[src/design/slsoc_consts.vh]
/*
 * constants for the serial low-side output control block: word size,
 * register reset value, synchroniser reset values and host timing figures.
 * assumes it is included by bare name from the design files.
 */
`ifndef SLSOC_CONSTS_VH
`define SLSOC_CONSTS_VH

`define SLSOC_WORD_BITS        8
`define SLSOC_CNT_BITS         4
`define SLSOC_CTRL_RESET       8'h00
`define SLSOC_CNT_ZERO         4'h0
`define SLSOC_CNT_ONE          4'h1
`define SLSOC_CNT_FULL         4'h8
`define SLSOC_FIRST_BIT        0
`define SLSOC_SYNC_RESET       2'b00
`define SLSOC_SYNC_RESET_1     1'b0

// host timing figures in ns, with the clock period they are held against
`define SLSOC_REF_PERIOD_NS    8
`define SLSOC_T_SEL_RISE_NS    10
`define SLSOC_T_SEL_FALL_NS    80
`define SLSOC_T_PHASE_NS       60
`define SLSOC_T_LAST_DESEL_NS  80
`define SLSOC_T_GAP_NS         170
`define SLSOC_CYC_MIN(ns)      (((ns) + `SLSOC_REF_PERIOD_NS - 1) / `SLSOC_REF_PERIOD_NS)

`endif

[src/design/slsoc_sync.v]
/*
 * two flip-flop synchroniser for one asynchronous level.
 * assumes the input is a pin from outside the ref_clk domain.
 */
`timescale 1ns/1ps
`default_nettype none
`include "slsoc_consts.vh"

module slsoc_sync (
    input  wire ref_clk,
    input  wire resetn,
    input  wire async_in,
    output wire sync_out
);
    reg [1:0] stage;

    // first stage is read only by the second stage
    always @(posedge ref_clk) begin
        if (!resetn) begin
            stage <= `SLSOC_SYNC_RESET;
        end else begin
            stage <= {stage[0], async_in};
        end
    end

    assign sync_out = stage[1];
endmodule
`default_nettype wire

[src/design/slsoc_top.v]
/*
 * serial low-side output control: a write-only serial slave that shifts
 * in one 8-bit word and, on the rising edge of select, copies it into
 * the single output control register driving eight low-side drivers.
 * assumes the host serial clock is slow against ref_clk (125 MHz); all
 * link pins are sampled through two flip-flops and edges found on ref_clk.
 */
// Summary of operation
// - bit one turns output on, zero off
// - one register drives all eight outputs
// - each transfer carries one eight-bit word
// - clock and data ignored while select high
// - select rising copies a shifted word of eight or more bits to register
`timescale 1ns/1ps
`default_nettype none
`include "slsoc_consts.vh"

module slsoc_top (
    input  wire       ref_clk,
    input  wire       resetn,
    input  wire       select_low,
    input  wire       serial_clk,
    input  wire       serial_data,
    input  wire       first_driver_force_on,
    output wire [7:0] low_side_drivers,
    output reg  [7:0] output_switch_control,
    output reg        word_error
);
    // host timing figures in ref_clk cycles, rounded up. the host keeps
    // them; the sampling here only needs each serial clock phase and each
    // select level to last at least two ref_clk cycles, which the 60 ns
    // minimum phase gives with room to spare at 8 ns per cycle.
    // limitation: a host that runs the link faster than that will have
    // edges merged in the synchronisers and its words refused as short.
    // the figures stay here as the reference for anyone retiming the
    // link or moving the block to a slower reference clock.
    localparam integer SEL_RISE_CYC  = `SLSOC_CYC_MIN(`SLSOC_T_SEL_RISE_NS);
    localparam integer SEL_FALL_CYC  = `SLSOC_CYC_MIN(`SLSOC_T_SEL_FALL_NS);
    localparam integer PHASE_CYC     = `SLSOC_CYC_MIN(`SLSOC_T_PHASE_NS);
    localparam integer LAST_DES_CYC  = `SLSOC_CYC_MIN(`SLSOC_T_LAST_DESEL_NS);
    localparam integer GAP_CYC       = `SLSOC_CYC_MIN(`SLSOC_T_GAP_NS);

    // synchronised pins; select is carried inverted, as "selected", so
    // that the synchroniser's all-zero reset matches the idle pin level
    // and no false end-of-word edge follows reset
    wire sel_act_s;
    wire sclk_s;
    wire sdat_s;
    wire force_s;

    reg       sel_act_d;
    reg       sclk_d;
    reg [7:0] shift_word;
    reg [3:0] bit_count;

    // next values of the link state, worked out in one place each
    reg [7:0] next_shift_word;
    reg [3:0] next_bit_count;
    reg [7:0] next_output_switch_control;
    reg       next_word_error;

    wire sclk_rise;
    wire sel_rise;
    wire word_full;

    // driver stage: the pins come from flops so that a change of the
    // register and of the force-on input never glitches a load
    wire [7:0] next_drive;
    reg  [7:0] drive_q;

    // every link pin and the force-on pin cross into ref_clk here.
    // the inverter sits ahead of the first flop, so it adds no hazard.
    // clock and data pass identical stages, so a data bit and the clock
    // edge that qualifies it reach the shift logic in the same cycle.
    // the force-on pin left open is taken as low by the board.
    slsoc_sync u_sync_sel (
        .ref_clk  (ref_clk),
        .resetn   (resetn),
        .async_in (~select_low),
        .sync_out (sel_act_s)
    );
    slsoc_sync u_sync_clk (
        .ref_clk  (ref_clk),
        .resetn   (resetn),
        .async_in (serial_clk),
        .sync_out (sclk_s)
    );
    slsoc_sync u_sync_dat (
        .ref_clk  (ref_clk),
        .resetn   (resetn),
        .async_in (serial_data),
        .sync_out (sdat_s)
    );
    slsoc_sync u_sync_force (
        .ref_clk  (ref_clk),
        .resetn   (resetn),
        .async_in (first_driver_force_on),
        .sync_out (force_s)
    );

    // delayed copies for edge detection, taken after the synchronisers;
    // both reset to the idle level of their pin
    always @(posedge ref_clk) begin
        if (!resetn) begin
            sel_act_d <= `SLSOC_SYNC_RESET_1;
            sclk_d    <= `SLSOC_SYNC_RESET_1;
        end else begin
            sel_act_d <= sel_act_s;
            sclk_d    <= sclk_s;
        end
    end

    // rising clock counts only while selected; high select masks it
    assign sclk_rise = sclk_s & ~sclk_d & sel_act_s;
    // the select pin rising marks the end of a word
    assign sel_rise  = ~sel_act_s & sel_act_d;
    // eight or more rises make a word; extra rises hold the count at eight
    assign word_full = (bit_count == `SLSOC_CNT_FULL);

    // shift and count: msb first, so the eighth output's bit lands on top.
    // select rising restarts the count so the next word starts clean,
    // whatever was left over from a cut or refused word
    always @* begin
        next_shift_word = shift_word;
        next_bit_count  = bit_count;
        if (sel_rise) begin
            next_bit_count = `SLSOC_CNT_ZERO;
        end else if (sclk_rise) begin
            next_shift_word = {shift_word[6:0], sdat_s};
            if (!word_full) begin
                next_bit_count = bit_count + `SLSOC_CNT_ONE;
            end
        end
    end

    // shift register and bit counter
    always @(posedge ref_clk) begin
        if (!resetn) begin
            shift_word <= `SLSOC_CTRL_RESET;
            bit_count  <= `SLSOC_CNT_ZERO;
        end else begin
            shift_word <= next_shift_word;
            bit_count  <= next_bit_count;
        end
    end

    // load on select rise; a short word is dropped, since latching a
    // misaligned word could switch the wrong loads. a long word keeps its
    // last eight bits, as a plain shift register would. the error flag
    // only moves at the end of a word, so its set and clear never meet
    // in one cycle. select rising and a clock rise cannot coincide, as
    // the clock rise is only counted while selected.
    always @* begin
        next_output_switch_control = output_switch_control;
        next_word_error            = word_error;
        if (sel_rise) begin
            if (word_full) begin
                next_output_switch_control = shift_word;
                next_word_error            = 1'b0;
            end else begin
                next_word_error            = 1'b1;
            end
        end
    end

    // the one control register and the error flag, cleared at reset
    always @(posedge ref_clk) begin
        if (!resetn) begin
            output_switch_control <= `SLSOC_CTRL_RESET;
            word_error            <= 1'b0;
        end else begin
            output_switch_control <= next_output_switch_control;
            word_error            <= next_word_error;
        end
    end

    // per-output drive: bit set turns the driver on; the first output
    // can also be forced on by its dedicated input. the force path does
    // not pass the register, so a later word cannot undo it, and
    // releasing the input hands the output back to its register bit.
    genvar g;
    generate
        for (g = 0; g < `SLSOC_WORD_BITS; g = g + 1) begin : g_drv
            if (g == `SLSOC_FIRST_BIT) begin : g_first
                assign next_drive[g] = output_switch_control[g] | force_s;
            end else begin : g_rest
                assign next_drive[g] = output_switch_control[g];
            end
        end
    endgenerate

    // driver flops: one cycle after the register, trading a cycle of
    // latency for clean pins; reset leaves every load switched off
    always @(posedge ref_clk) begin
        if (!resetn) begin
            drive_q <= `SLSOC_CTRL_RESET;
        end else begin
            drive_q <= next_drive;
        end
    end

    // the pins carry the flopped drive levels
    assign low_side_drivers = drive_q;

endmodule
`default_nettype wire

[config.mk]
export PLATFORM = sky130hd
export DESIGN_NAME = slsoc_top
export DESIGN_NICKNAME = d
export VERILOG_FILES = /design/src/design/slsoc_sync.v /design/src/design/slsoc_top.v
export VERILOG_INCLUDE_DIRS = /design/src /design/src/design
export SDC_FILE = /design/constraint.sdc
export NUM_CORES = 1
export LEC_CHECK = 0
export BUFFER_PORTS_ARGS = -buffer_cell sky130_fd_sc_hd__buf_4
export CAP_MARGIN = 20
export CORE_ASPECT_RATIO = 0.75
export CORE_MARGIN = 1.5
export CORE_UTILIZATION = 53
export DETAILED_ROUTE_END_ITERATION = 12
export PLACE_DENSITY = 0.76
export SLEW_MARGIN = 20
export SYNTH_ARGS = -nofsm -noshare
export SYNTH_HDL_FRONTEND = slang
export SYNTH_SLANG_ARGS = --single-unit
[constraint.sdc]
create_clock -name ref_clk -period 1.8 [get_ports ref_clk]
set_input_delay 0.09 -clock ref_clk [delete_from_list [all_inputs] [get_ports ref_clk]]
set_output_delay 0.09 -clock ref_clk [all_outputs]
set_load 0.01 [all_outputs]
-- Word-level counts from Yosys, hierarchy flattened
Cells that the tools add are included.
- flip-flop bits (word level): 39
- word-level logic and storage cells: 28
- input port bits: 6
- output and inout port bits: 17
- mux-type cells: 1
- add/sub/neg operators: 1
- equality and inequality tests: 1
- bitwise gates (word level): 10
- reductions and logical operators: 4
- operators with widths (kind ; count):
    $not A1 Y1 ; 6
    $reduce_and A2 Y1 ; 3
    $add A4 B1 Y4 const B ; 1
    $eq A4 B4 Y1 const B ; 1
    $and A1 B1 Y1 ; 3
    $reduce_or A2 Y1 ; 1
    $mux W1 ; 1
    $or A1 B1 Y1 ; 1

-- Logic depth before layout (Yosys ltp)
Gate-level depths: netlist (run 1).
- depth after elaboration: 4
- depth in mapped cells: 6
- mapped depth without buffers: 5

-- Modules after synthesis
From an unflattened synthesis (run 1), not the netlist that was laid out.
- cells, all modules: 135
- area total of the unflattened synthesis: 1398.8 um2
- by module, submodules not included (module ; seq. area each (um2) ; instances ; area each (um2) ; cells an instance):
    slsoc_top ; 620.6 ; 1 ; 1188.6 ; 119
    slsoc_sync ; 40.0 ; 4 ; 52.6 ; 4

-- Worst setup path after synthesis (run 1)
No wires, ideal clock.
- path type: reg-to-reg
- start: register bit_count[0]
- end: register bit_count[2]
- required time: 1.730 ns
- library setup time: 0.070 ns
- buffers on the path: 0
- stages on the path, launching flop included: 6
- setup slack: 0.452 ns
- arrival time: 1.278 ns
- clock period less this slack: 1.348 ns
- cells stage by stage: dfxtp_1 inv_1 ha_1 and3b_1 or4_1 a21oi_1
- word-level cells in the longest chain between the ends: 3
- elaborated cells between the ends (all ways): 4
- those cells by class: add/sub: 1; eq/ne: 1; bitwise: 1; reduce/logical: 1
- ends and longest elaborated chain (element ; RTL line ; text):
    start: declaration ; slsoc_top.v:54 ; reg [3:0] bit_count;
    start signal: assignment ; slsoc_top.v:140 ; bit_count <= `SLSOC_CNT_ZERO;
    start signal: assignment ; slsoc_top.v:143 ; bit_count <= next_bit_count;
    parallel branches: the longest is 3 deep, another holds $add A4 B1 Y4 ; -- ;
Parallel ways; which one is timed is not known.
A chain may end at the register's enable or synchronous reset.

-- Worst setup path in the final report (run 1)
- start: register bit_count[0]
- end: register output_switch_control[0]
- word-level cells in the longest chain between the ends: 2
- ends and longest elaborated chain (element ; RTL line ; text):
    $eq A4 B4 Y1 (no source line) ; -- ;
    $reduce_and A2 Y1 (no source line) ; -- ;
    end signal: assignment ; slsoc_top.v:169 ; output_switch_control <= `SLSOC_CTRL_RESET;
    end signal: assignment ; slsoc_top.v:172 ; output_switch_control <= next_output_switch_control;
    end: declaration ; slsoc_top.v:26 ; output reg [7:0] output_switch_control,
Every way passes these cells.

==> results_tabular.tex, run 1 <==
\begin{tabular}{lr}
\hline
Metric & Value \\
\hline
\multicolumn{2}{l}{\textbf{Synthesis}} \\
\quad Top post-synthesis cells by count & 39 x sky130\_fd\_sc\_hd\_\_dfxtp\_1, 17 x sky130\_fd\_sc\_hd\_\_nand2\_1, 16 x sky130\_fd\_sc\_hd\_\_mux2i\_1 \\
\quad Number of warnings issued by yosys & 0 \\
\quad Nets in the synthesized netlist & 143 \\
\quad Dominant cell type by area after synthesis & sky130\_fd\_sc\_hd\_\_dfxtp\_1 \\
\quad Synthesized area & 1400 um2 \\
\quad Top FF cell, synth & sky130\_fd\_sc\_hd\_\_dfxtp\_1 \\
\quad Flop and latch count out of synthesis & 39 \\
\quad Count of cell types in the netlist & 22 \\
\quad Post-synthesis instance total & 135 \\
\quad Proportion of synthesized flip-flops having asynchronous set or reset & 0\% \\
\quad Sequential share of the synthesized area & 55.76\% \\
\quad Most frequent cell after synthesis & sky130\_fd\_sc\_hd\_\_dfxtp\_1 \\
\quad Number of enable-type register cells in the synthesized netlist & 0 \\
\quad Largest cells by area after synthesis & sky130\_fd\_sc\_hd\_\_dfxtp\_1 56\%, sky130\_fd\_sc\_hd\_\_mux2i\_1 11\%, sky130\_fd\_sc\_hd\_\_nor2b\_1 4.9\% \\
\quad Post-synthesis average cell area & 10.37 um2 \\
\quad Share of the synthesized area in the top cell type & 55.76\% \\
\multicolumn{2}{l}{\textbf{Finish}} \\
\quad Number of inserted filler cells in the final layout & 202 \\
\quad Layout cells sized above 1 & 21.02\% \\
\quad Ant diodes & 0 \\
\quad Area added between synthesis and finish & 18.77\% \\
\quad Fin area & 1663 um2 \\
\quad Final net count & 164 \\
\multicolumn{2}{l}{\textbf{CTS}} \\
\quad CTS tree & built \\
\quad CTS Buf Count & 5 \\
\quad Level count of the clock H-tree & 2 \\
\quad Reg clk slew, reported paths & 0.11 ns \\
\quad Clk Latency, worst-skew pair & 0.34 ns \\
\quad Buffer levels on the longest clock path & 2 \\
\quad Clock root buffer & sky130\_fd\_sc\_hd\_\_clkbuf\_4 \\
\quad Clock Sink Count & 39 \\
\multicolumn{2}{l}{\textbf{STA}} \\
\quad Final Skew & 0.006530 ns \\
\quad Final number of hold-violating endpoints & 0 \\
\quad Worst slew margin & 58.04\% \\
\quad RSZ-0062 raised after global routing & false \\
\quad Highest Clock Rate & 626.4 MHz \\
\quad Count of pins over their slew limit & 0 \\
\quad Slew at the pin closest to its max-slew limit & 0.6266 ns \\
\quad Crit path time final & 1.596 ns \\
\quad Final setup fails & 0 \\
\quad Share of the clock period used by the worst path & 88.69\% \\
\multicolumn{2}{l}{\textbf{Floorplan}} \\
\quad Die Footprint & 2962 um2 \\
\quad Effective utilization at floorplan & 58.28\% \\
\quad DIE HEIGHT & 47.51 um \\
\quad \# IOs & 23 \\
\quad Floorplan die width & 62.35 um \\
\quad Number of standard-cell rows in the floorplan & 15 \\
\quad Floorplan Core Area & 2402 um2 \\
\multicolumn{2}{l}{\textbf{Global routing}} \\
\quad Number of global-route vias before repair & 838 \\
\quad GR Util All Layers & 16.45\% \\
\quad Aggregate global routing overflow & 0 \\
\quad Wire length of the first global-routing pass & 3.560 mm \\
\quad Pin count of the biggest net entering global routing & 40 \\
\quad Initial antenna violation count & 0 \\
\multicolumn{2}{l}{\textbf{Route}} \\
\quad Residual DRC count & 0 \\
\quad Detail Route Antenna Nets & 0 \\
\quad Detail-routed net length per standard cell & 11.18 um \\
\quad Total Routed Length & 2.135 mm \\
\quad Iteration count of the initial detailed-routing pass & 4 \\
\quad Routed vias/inst & 4.660 \\
\quad Total via count in the routed design & 890 \\
\quad Initial DRC count & 17 \\
\multicolumn{2}{l}{\textbf{Pwr}} \\
\quad Final total power & 1527 uW \\
\quad Power per unit of standard cell area & 918.0 nW/um2 \\
\quad VDD IR-drop max & 0.0006719 V \\
\quad Leak pwr & 0.0007895 uW \\
\multicolumn{2}{l}{\textbf{Outcome}} \\
\quad Result of the run & complete, no violations \\
\multicolumn{2}{l}{\textbf{Placement}} \\
\quad HPWL after DPL & 1.337 mm \\
\quad Buffers on Ports & 22 \\
\quad Post-Place Cell Area & 1534 um2 \\
\quad Placer's final routability congestion estimate & 0.6908 \\
\multicolumn{2}{l}{\textbf{Setup path}} \\
\quad CP arrival & 1.87 ns \\
\quad Flop2flop setup slack & 0.20 ns \\
\quad Data required time at the worst endpoint & 2.07 ns \\
\quad Kind of launch point of the worst setup path & flop \\
\quad Critical path peak fanout & 9 \\
\quad Critical path class & reg2reg \\
\quad Critical path endpoint category & flop \\
\multicolumn{2}{l}{\textbf{Hold path}} \\
\quad Class of the tightest hold or removal check & in2reg \\
\multicolumn{2}{l}{\textbf{Job}} \\
\quad MaxCap Viol Count & 0 \\
\hline
\end{tabular}
==> stage by stage <==
stage / util (%) / setup slack, ns / instances / hold WS (ns) / setup TNS, ns
4_1_cts: 69.22 / 0.2117 / 191 / 0.1270 / 0
3_3_place_gp: 63.85 / 0.05447 / 179 / 0.2452 / 0
6_report: 69.22 / 0.2036 / 191 / 0.1398 / 0
3_5_place_dp: 63.85 / -0.06737 / 179 / 0.2586 / -0.4367
5_1_grt: 69.22 / 0.09500 / 191 / 0.1478 / 0
2_1_floorplan: - / 0.4522 / 135 / 0.1616 / 0
==> logic make-up after synthesis <==
logic type                 after synthesis  share of synthesized area, %
and+or+nand+nor                         46                         18.68
DFF                                     39                         55.76
buffers and inverters                   23                         8.490
muxes                                   16                         11.44
AOI/OAI and AO/OA                        9                         3.843
adders and majority gates                2                         1.787
==> cell type report <==
cell class              instances  area [um2]  share of cell area (%)
flip-flops and latches         39       780.7                   46.95
multi-input cells              73       503.0                   30.25
repair buffers                 27       212.7                   12.79
clock buffers                   6       51.30                   3.085
well taps                      34       42.54                   2.558
inverters                      10       37.54                   2.257
clock inverters                 2       35.03                   2.107
==> report_power, final <==
group	switching (uW)	internal, uW	leakage, uW	total [uW]
Sequential	3.91	874	0.000316	878
Combinational	19.7	24.6	0.000425	44.4
Clock	276	328	0.0000482	605
Total	300	1230	0.000790	1530
==> what timing repair did <==
action / in CTS / in global routing
setup endpoints to repair: 9 / 0
hold endpoints to repair: 4 / 0
gates resized for setup: 1 / 0
setup buffers: 0 / 0
hold buffers: 4 / 0
==> critical path, stage by stage, from the launching register on <==
cell and delay (ns):
sky130_fd_sc_hd__dfxtp_1 0.36, sky130_fd_sc_hd__inv_1 0.07, sky130_fd_sc_hd__ha_1 0.14, sky130_fd_sc_hd__and3b_1 0.16
sky130_fd_sc_hd__nor2b_2 0.54, sky130_fd_sc_hd__mux2i_1 0.25
==> registers in the layout (all words and copies together), names as in the netlist <==
register,count
u_sync_force.stage,2
word_error,1
sel_act_d,1
sclk_d,1
bit_count,4
u_sync_dat.stage,2
low_side_drivers,8
u_sync_clk.stage,2
u_sync_sel.stage,2
output_switch_control,8
shift_word,8
==> cells in the final DEF (no fill, tap or decap) <==
| master | netlist | routed |
|---|---|---|
| sky130_fd_sc_hd__o31ai_1 | 1 | 1 |
| sky130_fd_sc_hd__nand2_1 | 17 | 17 |
| sky130_fd_sc_hd__clkbuf_4 | 0 | 5 |
| sky130_fd_sc_hd__nand2b_1 | 1 | 1 |
| sky130_fd_sc_hd__clkbuf_8 | 0 | 1 |
| sky130_fd_sc_hd__nand3b_4 | 1 | 1 |
| sky130_fd_sc_hd__or3_1 | 2 | 2 |
| sky130_fd_sc_hd__or4_1 | 1 | 1 |
| sky130_fd_sc_hd__nor3b_1 | 1 | 1 |
| sky130_fd_sc_hd__bufinv_16 | 0 | 1 |
| sky130_fd_sc_hd__o21a_1 | 1 | 1 |
| sky130_fd_sc_hd__nor2b_1 | 11 | 10 |
| sky130_fd_sc_hd__o2111ai_1 | 1 | 1 |
| sky130_fd_sc_hd__dlygate4sd3_1 | 0 | 4 |
| sky130_fd_sc_hd__dfxtp_1 | 39 | 39 |
| sky130_fd_sc_hd__a21oi_1 | 3 | 3 |
| sky130_fd_sc_hd__nor2b_2 | 0 | 1 |
| sky130_fd_sc_hd__and2_1 | 9 | 9 |
| sky130_fd_sc_hd__and3b_1 | 1 | 1 |
| sky130_fd_sc_hd__ha_1 | 2 | 2 |
| sky130_fd_sc_hd__inv_1 | 10 | 10 |
| sky130_fd_sc_hd__nand3_1 | 2 | 2 |
| sky130_fd_sc_hd__buf_4 | 8 | 23 |
| sky130_fd_sc_hd__mux2i_1 | 16 | 16 |
| sky130_fd_sc_hd__o21ai_0 | 3 | 3 |
| sky130_fd_sc_hd__clkinv_2 | 0 | 1 |
==> path summary, 6_finish.rpt <==
kind | startpoint | endpoint | cells past startpoint
max reg2reg | bit_count[0]$_SDFFE_PP0P_ | output_switch_control[0]$_SDFFE_PN0P_ | 5
min | resetn | low_side_drivers[0]$_SDFF_PN0_ | 2
min reg2reg | u_sync_sel.stage[0]$_SDFF_PN0_ | u_sync_sel.stage[1]$_SDFF_PN0_ | 1
max | bit_count[0]$_SDFFE_PP0P_ | output_switch_control[0]$_SDFFE_PN0P_ | 5
==> layer usage <==
metal,part of all wire [%],track usage [%],vias up
met1,46,16.03,395
met3,5.9,5.647,6
met2,47,31.52,20
li1,-,-,469
met4,1.8,12.00,0
met5,0,0,-
(Power assumes the default switching activity.)
==> run 2, diff against run 1 <==
Settings changed: BUFFER_PORTS_ARGS -buffer_cell sky130_fd_sc_hd__buf_4 to not set, CORE_UTILIZATION 53 to 60, DONT_BUFFER_PORTS set to 1.
==> results_tabular.tex, run 2 (same netlist as run 1, synthesis figures left out) <==
\begin{tabular}{lr}
\hline
Metric & Value \\
\hline
\multicolumn{2}{l}{\textbf{Route}} \\
\quad Initial DRC count & 40 \\
\quad Total via count in the routed design & 820 \\
\quad Detail Route Antenna Nets & 0 \\
\quad Residual DRC count & 0 \\
\quad Detail-routed net length per standard cell & 12.33 um \\
\quad Iteration count of the initial detailed-routing pass & 5 \\
\quad Routed vias/inst & 5.125 \\
\quad Total Routed Length & 1.972 mm \\
\multicolumn{2}{l}{\textbf{CTS}} \\
\quad Cts repair resizes & 0 \\
\quad Buffer levels on the longest clock path & 2 \\
\quad Level count of the clock H-tree & 2 \\
\quad Clock root buffer & sky130\_fd\_sc\_hd\_\_clkbuf\_4 \\
\quad Clock Sink Count & 39 \\
\quad Clk Latency, worst-skew pair & 0.32 ns \\
\quad Total setup buffers inserted after CTS & 0 \\
\quad CTS tree & built \\
\quad CTS Buf Count & 5 \\
\quad Reg clk slew, reported paths & 0.10 ns \\
\multicolumn{2}{l}{\textbf{Setup path}} \\
\quad End of the worst register-to-register path & bit\_count[2]\$\_SDFFE\_PP0P\_ \\
\quad Kind of launch point of the worst setup path & flop \\
\quad Data required time at the worst endpoint & 2.06 ns \\
\quad Kind of cell adding the most delay to the critical path & simple AND/OR/NAND/NOR gates \\
\quad Ordered cell list for the critical path & inv\_1 > ha\_1 > and3b\_1 > or4\_1 > a21oi\_1 \\
\quad CP arrival & 1.75 ns \\
\quad Reg-to-Reg Start & bit\_count[0]\$\_SDFFE\_PP0P\_ \\
\quad Critical path peak fanout & 6 \\
\quad CP max-delay cell & sky130\_fd\_sc\_hd\_\_or4\_1 \\
\quad Largest incremental delay on the critical path & 0.41 ns \\
\quad Flop2flop setup slack & 0.32 ns \\
\quad Critical path endpoint category & flop \\
\quad Critical path class & reg2reg \\
\quad Crit path buffers/inverters & 1 \\
\quad Number of cells on the worst reg-to-reg path & 5 \\
\multicolumn{2}{l}{\textbf{Hold path}} \\
\quad Depth of the worst hold-timing path & 2 \\
\quad Worst hold path endpoint & low\_side\_drivers[0]\$\_SDFF\_PN0\_ \\
\quad Beginning of the worst hold path & resetn \\
\quad Class of the tightest hold or removal check & in2reg \\
\multicolumn{2}{l}{\textbf{Pwr}} \\
\quad Power per unit of standard cell area & 916.0 nW/um2 \\
\quad Switching Fraction & 20.17\% \\
\quad Combinational group share of total power & 2.7\% \\
\quad Clock network fraction of design power & 32.0\% \\
\quad Internal power & 1073 uW \\
\quad VDD IR-drop max & 0.0004854 V \\
\quad Leak pwr & 0.0006683 uW \\
\quad Sw Pwr & 271.2 uW \\
\quad Relative contribution of sequential cells to total power & 65.4\% \\
\multicolumn{2}{l}{\textbf{Floorplan}} \\
\quad DIE HEIGHT & 44.84 um \\
\quad Floorplan die width & 58.78 um \\
\quad Effective utilization at floorplan & 66.61\% \\
\quad \# IOs & 23 \\
\quad Number of standard-cell rows in the floorplan & 14 \\
\quad Die Footprint & 2635 um2 \\
\quad Floorplan Core Area & 2102 um2 \\
\multicolumn{2}{l}{\textbf{Global routing}} \\
\quad Wire length of the first global-routing pass & 3.305 mm \\
\quad Initial antenna violation count & 0 \\
\quad Aggregate global routing overflow & 0 \\
\quad Number of global-route vias before repair & 768 \\
\quad GR Util All Layers & 17.24\% \\
\quad Pin count of the biggest net entering global routing & 39 \\
\multicolumn{2}{l}{\textbf{STA}} \\
\quad Count of pins over their slew limit & 0 \\
\quad RSZ-0062 raised after global routing & false \\
\quad Worst slew margin & 64.35\% \\
\quad Final sum of negative setup slack & 0 ns \\
\quad Slew at the pin closest to its max-slew limit & 0.5348 ns \\
\quad Crit path time final & 1.484 ns \\
\quad PnR worst setup slack & 0.3157 ns \\
\quad Hold WS & 0.2636 ns \\
\quad Final setup fails & 0 \\
\quad Final Skew & 0.005757 ns \\
\quad Share of the clock period used by the worst path & 82.46\% \\
\quad Final number of hold-violating endpoints & 0 \\
\quad Highest Clock Rate & 673.7 MHz \\
\multicolumn{2}{l}{\textbf{Finish}} \\
\quad Leading cell type in the layout, fill and taps excluded & sky130\_fd\_sc\_hd\_\_dfxtp\_1 \\
\quad Reg area & 780.7 um2 \\
\quad Ant diodes & 0 \\
\quad Area of combinational cells with multiple inputs & 500.5 um2 \\
\quad Layout cells sized above 1 & 7.353\% \\
\quad Number of inserted filler cells in the final layout & 170 \\
\quad Fin area & 1468 um2 \\
\quad Area added between synthesis and finish & 4.826\% \\
\quad Final net count & 144 \\
\quad Leading cell types in the layout, fill and taps excluded & 39 x sky130\_fd\_sc\_hd\_\_dfxtp\_1, 17 x sky130\_fd\_sc\_hd\_\_nand2\_1, 16 x sky130\_fd\_sc\_hd\_\_mux2i\_1 \\
\multicolumn{2}{l}{\textbf{Outcome}} \\
\quad Result of the run & complete, no violations \\
\multicolumn{2}{l}{\textbf{Placement}} \\
\quad Post-Place Cell Area & 1356 um2 \\
\quad Worst Setup Slack post-DPL & 0.3242 ns \\
\quad HPWL after DPL & 1.225 mm \\
\quad Placer's final routability congestion estimate & 0.7011 \\
\quad Buffers on Ports & 0 \\
\multicolumn{2}{l}{\textbf{Job}} \\
\quad MaxCap Viol Count & 0 \\
\hline
\end{tabular}
-- run 2: cell count changes in the layout (fill, tap and decap cells not counted) --
cell                            change
sky130_fd_sc_hd__buf_4             -22
sky130_fd_sc_hd__buf_2              +1
sky130_fd_sc_hd__bufinv_16          -1
sky130_fd_sc_hd__dlygate4sd3_1      +1
sky130_fd_sc_hd__nor2b_1            +1
sky130_fd_sc_hd__nor2b_2            -1
-- run 2: area by class of cell --
cell class                      instances  share of cell area, %
Multi-Input combinational cell         73                  34.10
Clock inverter                          1                 0.3410
Clock buffer                            6                  3.495
Timing Repair Buffer                    7                  4.263
Tap cell                               24                  2.046
Inverter                               10                  2.558
Sequential cell                        39                  53.20
-- run 2: power groups by stage --
stage                     registers (uW)  clock network (uW)  logic [uW]
after detailed placement             899                   0        16.5
after floorplan                      898                   0        24.1
after global placement               898                   0        16.1
after global routing                 880                 479        39.5
final                                879                 430        35.9
after CTS                            879                 449        36.7
-- run 2: worst max-delay path by stage --
stage | start | to | slack, ns | cells past startpoint
floorplan | bit_count[0]$_SDFFE_PP0P_ | bit_count[2]$_SDFFE_PP0P_ | 0.45 | 5
global placement | bit_count[0]$_SDFFE_PP0P_ | bit_count[2]$_SDFFE_PP0P_ | 0.43 | 5
detailed placement | bit_count[0]$_SDFFE_PP0P_ | bit_count[2]$_SDFFE_PP0P_ | 0.32 | 5
CTS | resetn | bit_count[1]$_SDFFE_PP0P_ | 0.24 | 3
global route | bit_count[0]$_SDFFE_PP0P_ | output_switch_control[3]$_SDFFE_PN0P_ | 0.21 | 6
finish | bit_count[0]$_SDFFE_PP0P_ | bit_count[2]$_SDFFE_PP0P_ | 0.32 | 5
-- run 2: routing by layer --
metal	track usage, %	vias up	part of all wire (%)
met5	0	-	0
met2	27.33	23	47
met1	20.91	369	47
li1	-	426	-
met4	8.182	0	0.51
met3	6.590	2	5.7
-- run 2: what timing repair did --
item                                    CTS  global route
hold buffers                              6             0
endpoints found under the setup margin    0             0
hold endpoints to repair                 39             0
-- run 2: per-stage QoR --
stage / cells / util [%] / total power, uW
final: 160 / 69.82 / 1344
after detailed placement: 147 / 64.52 / 915.4
after floorplan: 135 / - / 921.7
after CTS: 160 / 70.06 / 1365
after global routing: 160 / 69.82 / 1399
after global placement: 147 / 64.52 / 914.2
==> run 3, diff against run 2 <==
Clock period 1.8 ns to 1.5 ns, I/O delays scaled along.
==> results_tabular.tex, run 3 (same netlist as run 1, synthesis figures left out) <==
\begin{tabular}{lr}
\hline
Metric & Value \\
\hline
\multicolumn{2}{l}{\textbf{Pwr}} \\
\quad Power per unit of standard cell area & 1083 nW/um2 \\
\quad Leak pwr & 0.0006767 uW \\
\quad VDD IR-drop max & 0.0006868 V \\
\multicolumn{2}{l}{\textbf{Global routing}} \\
\quad Initial antenna violation count & 0 \\
\quad Aggregate global routing overflow & 0 \\
\quad Wire length of the first global-routing pass & 3.519 mm \\
\quad Pin count of the biggest net entering global routing & 38 \\
\quad GR Util All Layers & 18.83\% \\
\quad Number of global-route vias before repair & 783 \\
\multicolumn{2}{l}{\textbf{Placement}} \\
\quad Cell total after placement & 148 \\
\quad Placer's final routability congestion estimate & 0.7061 \\
\quad HPWL after DPL & 1.277 mm \\
\quad Buffers on Ports & 0 \\
\multicolumn{2}{l}{\textbf{Route}} \\
\quad Residual DRC count & 0 \\
\quad Total via count in the routed design & 838 \\
\quad Routed vias/inst & 5.173 \\
\quad Total Routed Length & 1.981 mm \\
\quad Detail Route Antenna Nets & 0 \\
\quad Initial DRC count & 15 \\
\quad Iteration count of the initial detailed-routing pass & 3 \\
\quad Detail-routed net length per standard cell & 12.23 um \\
\multicolumn{2}{l}{\textbf{Setup path}} \\
\quad Flop2flop setup slack & 0.07 ns \\
\quad Critical path peak fanout & 6 \\
\quad Data required time at the worst endpoint & 1.78 ns \\
\quad CP max-delay cell & sky130\_fd\_sc\_hd\_\_or4\_1 \\
\quad CP arrival & 1.71 ns \\
\quad Critical path class & reg2reg \\
\quad End of the worst register-to-register path & bit\_count[2]\$\_SDFFE\_PP0P\_ \\
\quad Largest incremental delay on the critical path & 0.39 ns \\
\quad Critical path endpoint category & flop \\
\quad Ordered cell list for the critical path & inv\_1 > ha\_1 > and3b\_2 > or4\_1 > a21oi\_1 \\
\quad Number of cells on the worst reg-to-reg path & 5 \\
\quad Reg-to-Reg Start & bit\_count[0]\$\_SDFFE\_PP0P\_ \\
\quad Kind of launch point of the worst setup path & flop \\
\quad Worst setup path end & bit\_count[2]\$\_SDFFE\_PP0P\_ \\
\quad Source of the critical timing path & bit\_count[0]\$\_SDFFE\_PP0P\_ \\
\multicolumn{2}{l}{\textbf{Floorplan}} \\
\quad Die Footprint & 2635 um2 \\
\quad \# IOs & 23 \\
\quad Number of standard-cell rows in the floorplan & 14 \\
\quad Floorplan Core Area & 2102 um2 \\
\quad Floorplan die width & 58.78 um \\
\quad DIE HEIGHT & 44.84 um \\
\quad Effective utilization at floorplan & 66.61\% \\
\multicolumn{2}{l}{\textbf{CTS}} \\
\quad CTS tree & built \\
\quad Buffer levels on the longest clock path & 2 \\
\quad Level count of the clock H-tree & 2 \\
\quad Clock root buffer & sky130\_fd\_sc\_hd\_\_clkbuf\_4 \\
\quad Reg clk slew, reported paths & 0.11 ns \\
\quad Clock Sink Count & 39 \\
\quad CTS Buf Count & 5 \\
\quad Clk Latency, worst-skew pair & 0.33 ns \\
\multicolumn{2}{l}{\textbf{STA}} \\
\quad Highest Clock Rate & 699.3 MHz \\
\quad RSZ-0062 raised after global routing & true \\
\quad Count of pins over their slew limit & 0 \\
\quad Share of the clock period used by the worst path & 95.33\% \\
\quad Worst slew margin & 66.16\% \\
\quad Final Skew & 0.006929 ns \\
\quad Crit path time final & 1.430 ns \\
\quad Final setup fails & 0 \\
\quad Final number of hold-violating endpoints & 0 \\
\quad Slew at the pin closest to its max-slew limit & 0.5077 ns \\
\multicolumn{2}{l}{\textbf{Finish}} \\
\quad Ant diodes & 0 \\
\quad Area added between synthesis and finish & 7.149\% \\
\quad Post-route non-filler standard cell count & 162 \\
\quad Fin util & 71.37\% \\
\quad Leading cell types in the layout, fill and taps excluded & 37 x sky130\_fd\_sc\_hd\_\_dfxtp\_1, 17 x sky130\_fd\_sc\_hd\_\_nand2\_1, 16 x sky130\_fd\_sc\_hd\_\_mux2i\_1 \\
\quad Leading cell type in the layout, fill and taps excluded & sky130\_fd\_sc\_hd\_\_dfxtp\_1 \\
\quad Final net count & 146 \\
\quad Layout cells sized above 1 & 11.59\% \\
\multicolumn{2}{l}{\textbf{Job}} \\
\quad MaxCap Viol Count & 0 \\
\multicolumn{2}{l}{\textbf{Hold path}} \\
\quad Class of the tightest hold or removal check & in2reg \\
\multicolumn{2}{l}{\textbf{Outcome}} \\
\quad Result of the run & complete, no violations \\
\hline
\end{tabular}
==> run 3: layer usage <==
layer  global-route usage [%]  vias up  part of all wire, %
met1                    22.83      378                   46
met2                    26.89       23                   44
li1                         -      431                    -
met3                    10.89        6                  7.3
met4                    9.091        0                  2.1
met5                        0        -                    0
==> run 3: area by class of cell <==
cell class,count,area (um2)
Multi-Input combinational cell,73,509.2
Clock buffer,6,51.30
Timing Repair Buffer,9,83.83
Fill cell,149,601.8
Sequential cell,39,783.3
Clock inverter,1,5.005
Inverter,10,37.54
Tap cell,24,30.03
==> run 3: power breakdown <==
part	internal (uW)	switching, uW	total [uW]
clock network	217	310	527
logic	22.9	20.3	43.2
registers	1050	6.07	1050
==> run 3: stage by stage <==
stage | TNS (ns) | power [uW] | hold WS, ns | cell area, um2 | worst slack [ns]
after floorplan | 0 | 1106 | 0.1466 | 1400 | 0.1522
after global placement | 0 | 1098 | 0.1473 | 1364 | 0.1311
after detailed placement | 0 | 1099 | 0.1484 | 1364 | 0.06549
after CTS | 0 | 1643 | 0.3654 | 1490 | 0.02175
after global routing | -0.02244 | 1697 | 0.2277 | 1500 | -0.02244
final | 0 | 1624 | 0.2273 | 1500 | 0.06998
==> run 3: worst min path at each step <==
stage | start | to | slack (ns) | cells after the start
after floorplan | select_low | u_sync_sel.stage[0]$_SDFF_PN0_ | 0.15 | 1
after global placement | select_low | u_sync_sel.stage[0]$_SDFF_PN0_ | 0.15 | 1
after detailed placement | select_low | u_sync_sel.stage[0]$_SDFF_PN0_ | 0.15 | 1
after CTS | serial_clk | u_sync_clk.stage[0]$_SDFF_PN0_ | 0.37 | 2
after global routing | resetn | low_side_drivers[0]$_SDFF_PN0_ | 0.23 | 2
final | resetn | low_side_drivers[0]$_SDFF_PN0_ | 0.23 | 2
==> run 3: what timing repair did <==
action / in CTS / in global routing
hold buffers: 7 / 0
gates resized for setup: 0 / 6
setup endpoints to repair: 0 / 11
buffers inserted: 0 / 0
hold endpoints to repair: 39 / 0
==> run 3: worst max-delay path: cells and delay by family, from the launching register on <==
| family | cells | cell delay [ns] |
|---|---|---|
| buf+inv | 1 | 0.06 |
| simple gates | 2 | 0.62 |
| compound gates | 1 | 0.14 |
| fa+ha+maj | 1 | 0.18 |
| flops | 1 | 0.37 |
